<file path="src/rtl/host_port_pkg.sv">
package host_port_pkg;

  localparam int WORD_BITS = 16;
  localparam int ADDR_BITS = 6;
  localparam int DIR_BIT = 15;
  localparam logic [4:0] LAST_BIT_INDEX = 5'h0f;

  // Register offsets
  localparam logic [5:0] PROCESSING_DISABLE_CTRL_ADDR = 6'h00;
  localparam logic [5:0] DETECTED_ERROR_FLAGS_ADDR = 6'h01;
  localparam logic [5:0] RECEIVED_CHECK_FLAGS_ADDR = 6'h03;
  localparam logic [5:0] DETECTED_VIDEO_STD_ADDR = 6'h04;
  localparam logic [5:0] ANCILLARY_KIND_FIRST = 6'h05;
  localparam logic [5:0] ANCILLARY_KIND_LAST = 6'h09;
  localparam logic [5:0] PAYLOAD_ID_FIRST = 6'h0c;
  localparam logic [5:0] PAYLOAD_ID_LAST = 6'h0d;
  localparam logic [5:0] RASTER_FIRST = 6'h0e;
  localparam logic [5:0] RASTER_LAST = 6'h11;
  localparam logic [5:0] CHECK_RANGE_FIRST = 6'h12;
  localparam logic [5:0] CHECK_RANGE_LAST = 6'h19;
  localparam logic [5:0] ERROR_INDICATION_MASK_ADDR = 6'h1a;

  localparam int ANC_COUNT = 5;
  localparam int RANGE_COUNT = 8;

  // Writable bits of the processing disable register, reset values
  localparam logic [15:0] PROCESSING_DISABLE_WMASK = 16'h0139;
  localparam logic [15:0] PROCESSING_DISABLE_RESET = 16'h0000;
  localparam logic [15:0] RW_RESET = 16'h0000;
  localparam logic [15:0] CHECK_FLAGS_WMASK = 16'h7fff;

  typedef enum logic [1:0] {
    PHASE_IDLE = 2'b00,
    PHASE_COMMAND = 2'b01,
    PHASE_DATA = 2'b10,
    PHASE_DONE = 2'b11
  } phase_e;

  // Completed access handed from the serial engine to the register file
  typedef struct packed {
    logic write;
    logic [5:0] addr;
    logic [15:0] data;
  } access_s;

  // Shared scan pins as seen by the test controller
  typedef struct packed {
    logic mode_select;
    logic data_in;
    logic test_clock;
    logic test_reset_n;
  } scan_pins_s;

endpackage : host_port_pkg

</file>
<file path="src/rtl/pin_sync.sv">
`timescale 1ns/1ps
module pin_sync
  import host_port_pkg::*;
#(
  parameter int WIDTH = 1
) (
  input wire logic clk,
  input wire logic rst_n,
  input wire logic [WIDTH-1:0] async_in,
  output logic [WIDTH-1:0] sync_out
);

  logic [WIDTH-1:0] first_stage;

  // First stage feeds only the second one
  always_ff @(posedge clk or negedge rst_n) begin
    if (!rst_n) begin
      first_stage <= '0;
      sync_out <= '0;
    end else begin
      first_stage <= async_in;
      sync_out <= first_stage;
    end
  end

endmodule : pin_sync

</file>
<file path="src/rtl/host_reg_file.sv">
`timescale 1ns/1ps
module host_reg_file
  import host_port_pkg::*;
(
  input wire logic clk,
  input wire logic rst_n,
  input wire logic [5:0] read_addr,
  output logic [15:0] read_data,
  input wire logic commit,
  input wire access_s commit_access,
  input wire logic [15:0] error_flags_in,
  input wire logic check_flags_valid,
  input wire logic [15:0] check_flags_in,
  input wire logic [15:0] video_std_in,
  input wire logic [31:0] payload_id_in,
  input wire logic [63:0] raster_in,
  output logic [15:0] processing_disable_ctrl,
  output logic [79:0] ancillary_kind_select,
  output logic [127:0] check_range_config,
  output logic [15:0] error_indication_mask
);

  logic [15:0] anc_mem [ANC_COUNT];
  logic [15:0] range_mem [RANGE_COUNT];
  logic [15:0] received_check_flags;
  logic wr;

  function automatic logic in_span(input logic [5:0] a, input logic [5:0] lo,
                                   input logic [5:0] hi);
    in_span = (a >= lo) && (a <= hi);
  endfunction : in_span

  assign wr = commit && commit_access.write;

  // read-only or unused targets ignore writes
  always_ff @(posedge clk or negedge rst_n) begin
    if (!rst_n) begin
      processing_disable_ctrl <= PROCESSING_DISABLE_RESET;
      error_indication_mask <= RW_RESET;
    end else if (wr) begin
      if (commit_access.addr == PROCESSING_DISABLE_CTRL_ADDR) begin
        processing_disable_ctrl <= commit_access.data & PROCESSING_DISABLE_WMASK;
      end else if (commit_access.addr == ERROR_INDICATION_MASK_ADDR) begin
        error_indication_mask <= commit_access.data;
      end
    end
  end

  genvar g;
  generate
    for (g = 0; g < ANC_COUNT; g++) begin : g_anc
      always_ff @(posedge clk or negedge rst_n) begin
        if (!rst_n) begin
          anc_mem[g] <= RW_RESET;
        end else if (wr && commit_access.addr == ANCILLARY_KIND_FIRST + 6'(g)) begin
          anc_mem[g] <= commit_access.data;
        end
      end
      assign ancillary_kind_select[g*16 +: 16] = anc_mem[g];
    end
    for (g = 0; g < RANGE_COUNT; g++) begin : g_range
      always_ff @(posedge clk or negedge rst_n) begin
        if (!rst_n) begin
          range_mem[g] <= RW_RESET;
        end else if (wr && commit_access.addr == CHECK_RANGE_FIRST + 6'(g)) begin
          range_mem[g] <= commit_access.data;
        end
      end
      assign check_range_config[g*16 +: 16] = range_mem[g];
    end
  endgenerate

  always_ff @(posedge clk or negedge rst_n) begin
    if (!rst_n) begin
      received_check_flags <= 16'h0000;
    end else if (check_flags_valid) begin
      received_check_flags <= received_check_flags | (check_flags_in & CHECK_FLAGS_WMASK);
    end
  end

  // each register on its own address
  always_comb begin
    read_data = 16'h0000;
    if (read_addr == PROCESSING_DISABLE_CTRL_ADDR) begin
      read_data = processing_disable_ctrl;
    end else if (read_addr == DETECTED_ERROR_FLAGS_ADDR) begin
      read_data = error_flags_in;
    end else if (read_addr == RECEIVED_CHECK_FLAGS_ADDR) begin
      read_data = received_check_flags;
    end else if (read_addr == DETECTED_VIDEO_STD_ADDR) begin
      read_data = video_std_in;
    end else if (in_span(read_addr, ANCILLARY_KIND_FIRST, ANCILLARY_KIND_LAST)) begin
      read_data = anc_mem[3'(read_addr - ANCILLARY_KIND_FIRST)];
    end else if (in_span(read_addr, PAYLOAD_ID_FIRST, PAYLOAD_ID_LAST)) begin
      read_data = payload_id_in[{read_addr[0], 4'h0} +: 16];
    end else if (in_span(read_addr, RASTER_FIRST, RASTER_LAST)) begin
      read_data = raster_in[6'(read_addr - RASTER_FIRST) * 16 +: 16];
    end else if (in_span(read_addr, CHECK_RANGE_FIRST, CHECK_RANGE_LAST)) begin
      read_data = range_mem[3'(read_addr - CHECK_RANGE_FIRST)];
    end else if (read_addr == ERROR_INDICATION_MASK_ADDR) begin
      read_data = error_indication_mask;
    end
  end

endmodule : host_reg_file

</file>
<file path="src/rtl/serial_host_register_port.sv">
`timescale 1ns/1ps
// How it works
// - Each access: 16-bit command word, then 16-bit data word in or out.
// - Command MSB first: direction bit, nine reserved bits, 6-bit address.
// - Direction bit 1 reads, 0 writes.
// - Command bits captured on burst clock rising edges.
// - Write data may follow last command bit; sampled on rising edges.
// - Read MSB driven after last command falling edge; later bits on falling edges.
// - Serial output undriven whenever not selected, except that strap high passes scan out and its enable.
// - Strap low: shared pins form the serial register port.
// - Strap high: pins become scan select, out, in, clock; reset is test reset.
// - Boundary scan enabled only while strap selects test.
// - Every register individually addressable; narrow status may share addresses.
// - Check flags sticky, not cleared by reads or source loss.
module serial_host_register_port
  import host_port_pkg::*;
(
  input wire logic ref_clk,
  input wire logic reset_n,
  input wire logic port_role_strap,
  input wire logic select_n,
  input wire logic burst_clk,
  input wire logic host_serial_in,
  output logic host_serial_out,
  output logic host_serial_out_oe,
  input wire logic scan_data_out,
  input wire logic scan_data_out_oe,
  output scan_pins_s scan_pins,
  output logic scan_enable,
  input wire logic [15:0] error_flags_in,
  input wire logic check_flags_valid,
  input wire logic [15:0] check_flags_in,
  input wire logic [15:0] video_std_in,
  input wire logic [31:0] payload_id_in,
  input wire logic [63:0] raster_in,
  output logic [15:0] processing_disable_ctrl,
  output logic [79:0] ancillary_kind_select,
  output logic [127:0] check_range_config,
  output logic [15:0] error_indication_mask
);

  logic rst_meta;
  logic rst_n;
  logic [3:0] pins_sync;
  logic strap_q;
  logic sel_q;
  logic sclk_q;
  logic host_serial_in_q;
  logic sclk_prev;
  logic sclk_rise;
  logic sclk_fall;
  logic host_mode;
  logic selected;
  phase_e phase;
  logic [4:0] bit_count;
  logic [15:0] shift_in;
  logic is_read;
  logic [5:0] reg_addr;
  logic [15:0] shift_out;
  logic [15:0] read_data;
  logic commit;
  access_s commit_access;
  logic out_bit;
  logic sclk_prev_loaded;
  logic in_command;
  logic in_data;
  logic cmd_last;
  logic data_last;
  logic first_fall;
  logic host_drive;

  // Reset release through two flops
  always_ff @(posedge ref_clk or negedge reset_n) begin
    if (!reset_n) begin
      rst_meta <= 1'b0;
      rst_n <= 1'b0;
    end else begin
      rst_meta <= 1'b1;
      rst_n <= rst_meta;
    end
  end

  // One synchroniser for all four pins keeps their relative timing
  pin_sync #(
    .WIDTH(4)
  ) u_pin_sync (
    .clk(ref_clk),
    .rst_n(rst_n),
    .async_in({port_role_strap,
               ~select_n,
               burst_clk,
               host_serial_in}),
    .sync_out(pins_sync)
  );

  assign strap_q = pins_sync[3];
  assign sel_q = pins_sync[2];
  assign sclk_q = pins_sync[1];
  assign host_serial_in_q = pins_sync[0];

  // Half periods under one ref_clk cycle could be missed; 6.6 MHz leaves room
  always_ff @(posedge ref_clk or negedge rst_n) begin
    if (!rst_n) begin
      sclk_prev <= 1'b0;
    end else begin
      sclk_prev <= sclk_q;
    end
  end

  // host port active only with strap low
  assign host_mode = !strap_q;
  assign selected = host_mode && sel_q;
  assign sclk_rise = selected && sclk_q && !sclk_prev;
  assign sclk_fall = selected && !sclk_q && sclk_prev;

  // Last bit of a 16-bit word
  function automatic logic word_end(input logic [4:0] count);
    word_end = (count == LAST_BIT_INDEX);
  endfunction : word_end

  // Frame position, shared by the processes below
  assign in_command = selected && (phase == PHASE_COMMAND);
  assign in_data = selected && (phase == PHASE_DATA);
  assign cmd_last = sclk_rise && in_command && word_end(bit_count);
  // last data bit lands on this rise
  assign data_last = sclk_rise && in_data && word_end(bit_count);

  // passive: only host select and clock move the engine
  always_ff @(posedge ref_clk or negedge rst_n) begin
    if (!rst_n) begin
      phase <= PHASE_IDLE;
    end else if (!selected) begin
      phase <= PHASE_IDLE;
    end else begin
      case (phase)
        PHASE_IDLE: begin
          // One settling cycle; the host leaves far more before its first edge
          phase <= PHASE_COMMAND;
        end
        PHASE_COMMAND: begin
          if (cmd_last) begin
            phase <= PHASE_DATA;
          end
        end
        PHASE_DATA: begin
          if (data_last) begin
            phase <= PHASE_DONE;
          end
        end
        PHASE_DONE: begin
          phase <= PHASE_DONE;
        end
        default: begin
          phase <= PHASE_IDLE;
        end
      endcase
    end
  end

  always_ff @(posedge ref_clk or negedge rst_n) begin
    if (!rst_n) begin
      bit_count <= 5'h00;
    end else if (!in_command && !in_data) begin
      bit_count <= 5'h00;
    end else if (cmd_last || data_last) begin
      bit_count <= 5'h00;
    end else if (sclk_rise) begin
      bit_count <= bit_count + 5'h01;
    end
  end

  always_ff @(posedge ref_clk or negedge rst_n) begin
    if (!rst_n) begin
      shift_in <= 16'h0000;
    end else if (sclk_rise && (in_command || in_data)) begin
      shift_in <= {shift_in[14:0], host_serial_in_q};
    end
  end

  always_ff @(posedge ref_clk or negedge rst_n) begin
    if (!rst_n) begin
      is_read <= 1'b0;
      reg_addr <= 6'h00;
    end else if (cmd_last) begin
      // one means read; reserved bits are ignored
      is_read <= shift_in[14];
      reg_addr <= {shift_in[4:0], host_serial_in_q};
    end
  end

  // commit only once the full data word has arrived
  always_comb begin
    commit = data_last;
    // Reads end here too, but with write low nothing changes
    commit_access.write = !is_read;
    commit_access.addr = reg_addr;
    commit_access.data = {shift_in[14:0], host_serial_in_q};
  end

  // first data-phase fall loads the MSB
  assign first_fall = sclk_fall && in_data && !sclk_prev_loaded;

  // Status is read live; a change after the load shows only in the next read
  always_ff @(posedge ref_clk or negedge rst_n) begin
    if (!rst_n) begin
      shift_out <= 16'h0000;
    end else if (first_fall) begin
      shift_out <= {read_data[14:0], 1'b0};
    end else if (sclk_fall && in_data) begin
      shift_out <= {shift_out[14:0], 1'b0};
    end
  end

  // later bits move on falling edges
  always_ff @(posedge ref_clk or negedge rst_n) begin
    if (!rst_n) begin
      out_bit <= 1'b0;
    end else if (!selected) begin
      out_bit <= 1'b0;
    end else if (first_fall) begin
      out_bit <= read_data[15];
    end else if (sclk_fall && in_data) begin
      out_bit <= shift_out[15];
    end
  end

  // Marks that the MSB has been loaded in this data phase
  always_ff @(posedge ref_clk or negedge rst_n) begin
    if (!rst_n) begin
      sclk_prev_loaded <= 1'b0;
    end else if (!in_data) begin
      sclk_prev_loaded <= 1'b0;
    end else if (sclk_fall) begin
      sclk_prev_loaded <= 1'b1;
    end
  end

  // Registers live in their own module; this one only moves bits
  host_reg_file u_reg_file (
    .clk(ref_clk),
    .rst_n(rst_n),
    .read_addr(reg_addr),
    .read_data(read_data),
    .commit(commit),
    .commit_access(commit_access),
    .error_flags_in(error_flags_in),
    .check_flags_valid(check_flags_valid),
    .check_flags_in(check_flags_in),
    .video_std_in(video_std_in),
    .payload_id_in(payload_id_in),
    .raster_in(raster_in),
    .processing_disable_ctrl(processing_disable_ctrl),
    .ancillary_kind_select(ancillary_kind_select),
    .check_range_config(check_range_config),
    .error_indication_mask(error_indication_mask)
  );

  // drive only in the read data phase, once the MSB is loaded
  assign host_drive = in_data && is_read && sclk_prev_loaded;

  // output driven during a selected read, or by scan out and its enable with strap high
  always_comb begin
    host_serial_out = 1'b0;
    host_serial_out_oe = 1'b0;
    if (host_drive) begin
      host_serial_out = out_bit;
      host_serial_out_oe = 1'b1;
    end else if (strap_q) begin
      host_serial_out = scan_data_out;
      host_serial_out_oe = scan_data_out_oe;
    end
  end

  // pins reused by the scan controller, reset as test reset
  // scan enabled only with strap high
  always_comb begin
    scan_enable = strap_q;
    scan_pins.mode_select = 1'b1;
    scan_pins.data_in = 1'b1;
    scan_pins.test_clock = 1'b0;
    scan_pins.test_reset_n = 1'b0;
    if (strap_q) begin
      // Pins pass at their own level; the scan controller times them
      scan_pins.mode_select = select_n;
      scan_pins.data_in = host_serial_in;
      scan_pins.test_clock = burst_clk;
      scan_pins.test_reset_n = reset_n;
    end
  end

endmodule : serial_host_register_port

</file>
<file path="config.mk">
export PLATFORM = sky130hd
export DESIGN_NAME = serial_host_register_port
export DESIGN_NICKNAME = d
export VERILOG_FILES = /design/src/rtl/host_port_pkg.sv /design/src/rtl/pin_sync.sv /design/src/rtl/host_reg_file.sv /design/src/rtl/serial_host_register_port.sv
export SDC_FILE = /design/constraint.sdc
export NUM_CORES = 1
export LEC_CHECK = 0
export ABC_CLOCK_PERIOD_IN_PS = 19950
export BUFFER_PORTS_ARGS = -buffer_cell sky130_fd_sc_hd__buf_4
export CORE_MARGIN = 2
export CORE_UTILIZATION = 54
export DETAILED_ROUTE_END_ITERATION = 8
export HOLD_SLACK_MARGIN = 0.08
export PLACE_DENSITY = 0.81
export RECOVER_POWER = 100
export SYNTH_ARGS = -nofsm -noshare
export SYNTH_HDL_FRONTEND = slang
export SYNTH_HIERARCHICAL = 1
export SYNTH_SLANG_ARGS = --single-unit
</file>
<file path="constraint.sdc">
create_clock -name ref_clk -period 19.95 [get_ports ref_clk]
set_input_delay 4.9875 -clock ref_clk [delete_from_list [all_inputs] [get_ports ref_clk]]
set_output_delay 4.9875 -clock ref_clk [all_outputs]
set_load 0.02 [all_outputs]
</file>
=== After elaboration in Yosys (flattened, before gate mapping) ===
Cells that the tools add are included.

* Bits of input ports: 153
* Logic and storage cells: 160
* Flip-flop bits (word level): 303
* Output and inout port bits: 247

* Mux-type cells: 34
* Add/subtract/negate cells: 4
* Reductions and logical operators: 51
* Bitwise operators: 5
* Order comparisons: 10
* Shifts and indexed selects: 2
* Equality and inequality tests: 25

{| class="wikitable"
|+ Operator list
! kind !! number
|-
| two-way mux 16 bit || 15
|-
| binary-select mux 16 bit (select 3 bit) || 2
|-
| indexed part select 64 x 11 -> 16 bit || 1
|-
| equality test 6 x 5 -> 1 bit (second input constant) || 9
|-
| logical AND 1 bit || 35
|-
| indexed part select 32 x 6 -> 16 bit || 1
|-
| equality test 6 x 3 -> 1 bit (second input constant) || 4
|-
| OR 16 x 15 -> 16 bit || 1
|-
| two-way mux 5 bit || 3
|-
| equality test 6 x 4 -> 1 bit (second input constant) || 2
|-
| greater-or-equal comparator 6 x 4 -> 1 bit (second input constant) || 2
|-
| less-or-equal comparator 6 x 4 -> 1 bit (second input constant) || 2
|-
| less-or-equal comparator 6 x 5 -> 1 bit (second input constant) || 2
|-
| two-way mux 1 bit || 9
|-
| greater-or-equal comparator 4 bit (second input constant) || 2
|-
| inverter 3 -> 4 bit || 2
|-
| one-hot mux 2 bit (4 select lines) || 1
|-
| logical NOT 1 bit || 7
|-
| equality test 6 x 1 -> 1 bit (second input constant) || 1
|-
| equality test 6 x 2 -> 1 bit (second input constant) || 1
|-
| greater-or-equal comparator 6 x 3 -> 1 bit (second input constant) || 1
|-
| greater-or-equal comparator 6 x 5 -> 1 bit (second input constant) || 1
|-
| logical NOT 6 bit || 1
|-
| two-way mux 2 bit || 3
|-
| 18 further kinds || 23
|}

=== Depth between registers and ports, before layout ===
* Depth after elaboration: 15
* Mapped depth: 16
* Mapped depth without buffers: 10

=== Hierarchy ===
The synthesis kept the hierarchy.

{| class="wikitable"
|+ By module, submodules not included
! module !! instances !! area each (sq um) !! cells an instance !! sequential area each (sq um)
|-
| host_reg_file || 1 || 12768.5 || 914 || 6105.9
|-
| serial_host_register_port || 1 || 2303.5 || 164 || 1226.2
|-
| pin_sync || 1 || 200.2 || 8 || 200.2
|}

=== Worst setup path before layout ===
No wires, ideal clock.

* Path type: input to output
* Start point: in scan_data_out_oe
* End point: out host_serial_out_oe
* Data arrival time: 5.264 ns
* Cell stages on the path: 2
* Path slack: 9.698 ns
* Path buffers: 0
* Data required time: 14.962 ns
* Cell sequence: nand2_1 -> o21ai_0

* Cells in the longest elaborated chain, start to end: 2

{| class="wikitable"
|+ Ends and longest elaborated chain
! item !! RTL line !! source
|-
| start: declaration || serial_host_register_port.sv:27 || <nowiki>input wire logic scan_data_out_oe,</nowiki>
|-
| two-way mux 1 bit || serial_host_register_port.sv:268 || <nowiki>end else if (strap_q) begin</nowiki>
|-
| two-way mux 1 bit || serial_host_register_port.sv:265 || <nowiki>if (host_drive) begin</nowiki>
|-
| end: declaration || serial_host_register_port.sv:25 || <nowiki>output logic host_serial_out_oe,</nowiki>
|}

No other way between the ends.

=== Worst setup path after layout ===
Same ends and word-level chain as after synthesis.

==> impl_metrics.env <==
export IMPL_status="finished with violations"
export IMPL_violations="max-capacitance violations, max-slew violations"
export IMPL_min_path_type="flop to flop"
export IMPL_rsz0062_at_grt="no"
export IMPL_synth_top_area_share_pct=49.3
export IMPL_cts_path_max_buffers=3
export IMPL_firstDrtPassIters=5
export IMPL_overflow=0
export IMPL_worstPathRequired_ns=14.96
export IMPL_synthMuxAreaShare_pct=32.9
export IMPL_cts_setup_buffers=0
export IMPL_num_rows=61
export IMPL_clock_skew_ns=0.0175
export IMPL_final_common_cell="dfrtp_1"
export IMPL_via_count=11100
export IMPL_synth_fa_ha_area_share_pct=0.737
export IMPL_postSynthCellCount=1086
export IMPL_yosys_area_share_simple_pct=5.51
export IMPL_synth_area_top_cells="dfrtp_1, mux2_2, mux4_2"
export IMPL_fillers=2316
export IMPL_grt_pass1_wl_um=70800
export IMPL_power_density_nw_per_um2=72.1
export IMPL_crit_fanout=1
export IMPL_critical_path_cell_chain="buf_4 -> nand2_1 -> o21ai_0 -> clkbuf_1"
export IMPL_fin_area_um2=18500
export IMPL_cts_tree="built"
export IMPL_antenna_left=0
export IMPL_grt_use_total_pct=32.3
export IMPL_fin_crit_sh_pct=52.3
export IMPL_grt_pass1_vias=11200
export IMPL_die_area_um2=29600
export IMPL_synth_top_family_by_area="multiplexers"
export IMPL_slew_headroom_pct=-189
export IMPL_setup_viol=0
export IMPL_whs_ns=0.348
export IMPL_placed_cell_area_um2=18300
export IMPL_synth_edf_count=0
export IMPL_synth_seq_cells=301
export IMPL_worstMarginPinSlew_ns=4.33
export IMPL_h_tree_depth=2
export IMPL_ios=400
export IMPL_power_leakage_nw=8.59
export IMPL_core_area_um2=27800
export IMPL_hold_buffers=0
export IMPL_maxCapViolations=5
export IMPL_die_h_um=172
export IMPL_vias_per_cell=6.01
export IMPL_hold_viol_final=0
export IMPL_seq_area_frac_synth_pct=49.3
export IMPL_cts_root_buf="clkbuf_16"
export IMPL_maxSlewViolCount=314
export IMPL_diodes=0
export IMPL_yosys_warnings=6
export IMPL_critPathKind="input pin to output port"
export IMPL_cts_resized=0
export IMPL_dominantRegCellSynth="dfrtp_1"
export IMPL_critPathMaxStageDelay_ns=0.25
export IMPL_grt_max_degree=82
export IMPL_final_cell_mix="dfrtp_1, clkbuf_1, mux2_2"
export IMPL_min_period_ns=10.43
export IMPL_synth_compound_gate_area_share_pct=7.26
export IMPL_worstPathArrival_ns=5.44
export IMPL_clock_latency_ns=0.52
export IMPL_multi_input_area_um2=7090
export IMPL_crit_path_start_kind="input pin"
export IMPL_final_nets=1604
export IMPL_cts_clk_slew_worst_paths_ns=0.06
export IMPL_vdd_drop_max_v=0.0000525
export IMPL_gp_congestion=0.854
export IMPL_antenna_found_initial=0
export IMPL_initial_core_util_pct=55.0
export IMPL_clock_sinks=301
export IMPL_drc=0
export IMPL_fmax_mhz=95.9
export IMPL_fin_setup_tns_ns=0
export IMPL_synthArstFlopShare_pct=100
export IMPL_drive_above_1_share_pct=37.8
export IMPL_hpwl_um=33700
export IMPL_die_width_um=172
export IMPL_end_kind="output port"
export IMPL_synth_cell_types=75
export IMPL_cp_slowest_cell="clkbuf_1"
export IMPL_wl_per_cell_um=26.2
export IMPL_syn_area_per_cell_um2=14.1
export IMPL_synthXorXnorAreaFrac_pct=0.221
export IMPL_drt_iter0_drc=809
export IMPL_syn_area_um2=15300
export IMPL_cts_buffers_inserted=36
export IMPL_port_buffers=387
export IMPL_yosysTopAreaCell="dfrtp_1"
export IMPL_ff_latch_area_um2=7540
export IMPL_wirelength_um=48500
export IMPL_area_growth_pct=20.9
-- kinds of logic after synthesis --
family                   Yosys count
AO/OA/AOI/OAI                    147
XOR/XNOR                           3
adder cells (fa/ha/maj)            9
buffers and inverters            113
flip-flops                       301
multiplexers                     378
other                              2
AND/OR/NAND/NOR                  133
-- path summary, 6_finish.rpt --
check	slack, ns	end	cells after the start	start
min in group asynchronous	1.11	u_pin_sync/sync_out[3]	0	rst_n
hold reg to reg	0.35	u_pin_sync/sync_out[3]	0	u_pin_sync/first_stage[3]
max in group asynchronous	13.10	reg_addr[0]	1	rst_n
setup reg to reg	13.10	reg_addr[0]	1	rst_n
setup / recovery	9.52	host_serial_out_oe	4	scan_data_out_oe
hold / removal	0.35	u_pin_sync/sync_out[3]	0	u_pin_sync/first_stage[3]
-- synthesized netlist by cell type (all sizes together) (5+ instances only) --
library cell	n
and2	8
or3	7
inv	21
clkbuf	39
mux2i	24
nor4b	5
a22o	9
a22oi	7
dfrtp	301
nand2	31
a221oi	14
nand2b	9
buf	53
a211oi	7
mux4	64
o22ai	15
nor2b	5
nor3	11
o221a	9
a21o	21
a21oi	25
mux2	290
ha	9
o21ai	22
o221ai	6
nor2	30
-- final cells by class --
type | instances | share of cell area (%)
flip-flops and latches | 301 | 40.8
inverters | 21 | 0.427
well taps | 378 | 2.56
multi-input cells | 682 | 38.4
repair buffers | 400 | 11.3
clock buffers | 53 | 5.61
clock inverters | 12 | 0.915
-- through the flow --
| stage | setup slack (ns) | utilization [%] | power [W] | instances |
|---|---|---|---|---|
| final | 9.52 | 66.4 | 0.00133 | 1847 |
| after detailed placement | 9.55 | 65.8 | 0.000679 | 1782 |
| after global placement | 9.56 | 65.8 | 0.000678 | 1782 |
| after floorplan | 9.70 | - | 0.000648 | 1096 |
| after CTS | 9.55 | 70.1 | 0.00134 | 1847 |
| after global routing | 9.46 | 66.4 | 0.00137 | 1847 |
-- critical path, delay by kind of cell --
| kind | cells | cell delay [ns] |
|---|---|---|
| AOI/OAI and AO/OA | 1 | 0.08 |
| buffers and inverters | 2 | 0.33 |
| and+or+nand+nor | 1 | 0.04 |
-- where the power goes --
| group | total, W | internal (W) | switching, W |
|---|---|---|---|
| Combinational | 0.0000455 | 0.0000236 | 0.0000219 |
| Clock | 0.000664 | 0.000402 | 0.000262 |
| Sequential | 0.000621 | 0.000613 | 0.00000824 |
-- per-layer routing --
metal | vias up | GRT usage (%) | routed length (um)
met3 | 91 | 7.51 | 4110
met2 | 492 | 52.7 | 23300
met4 | 0 | 10.5 | 1450
met1 | 5749 | 43.2 | 19600
li1 | 4772 | - | -
met5 | - | 0 | 0
-- sequential cells by signal, summed over array words and instances, names as in the netlist, 5 cells and up --
register and cells:
u_reg_file/check_range_config 128, u_reg_file/ancillary_kind_select 80, u_reg_file/error_indication_mask 16, shift_in 15
shift_out 15, u_reg_file/received_check_flags 15, reg_addr 6, bit_count 5
u_reg_file/processing_disable_ctrl 5
No activity file was read; power rests on OpenSTA's default activity.
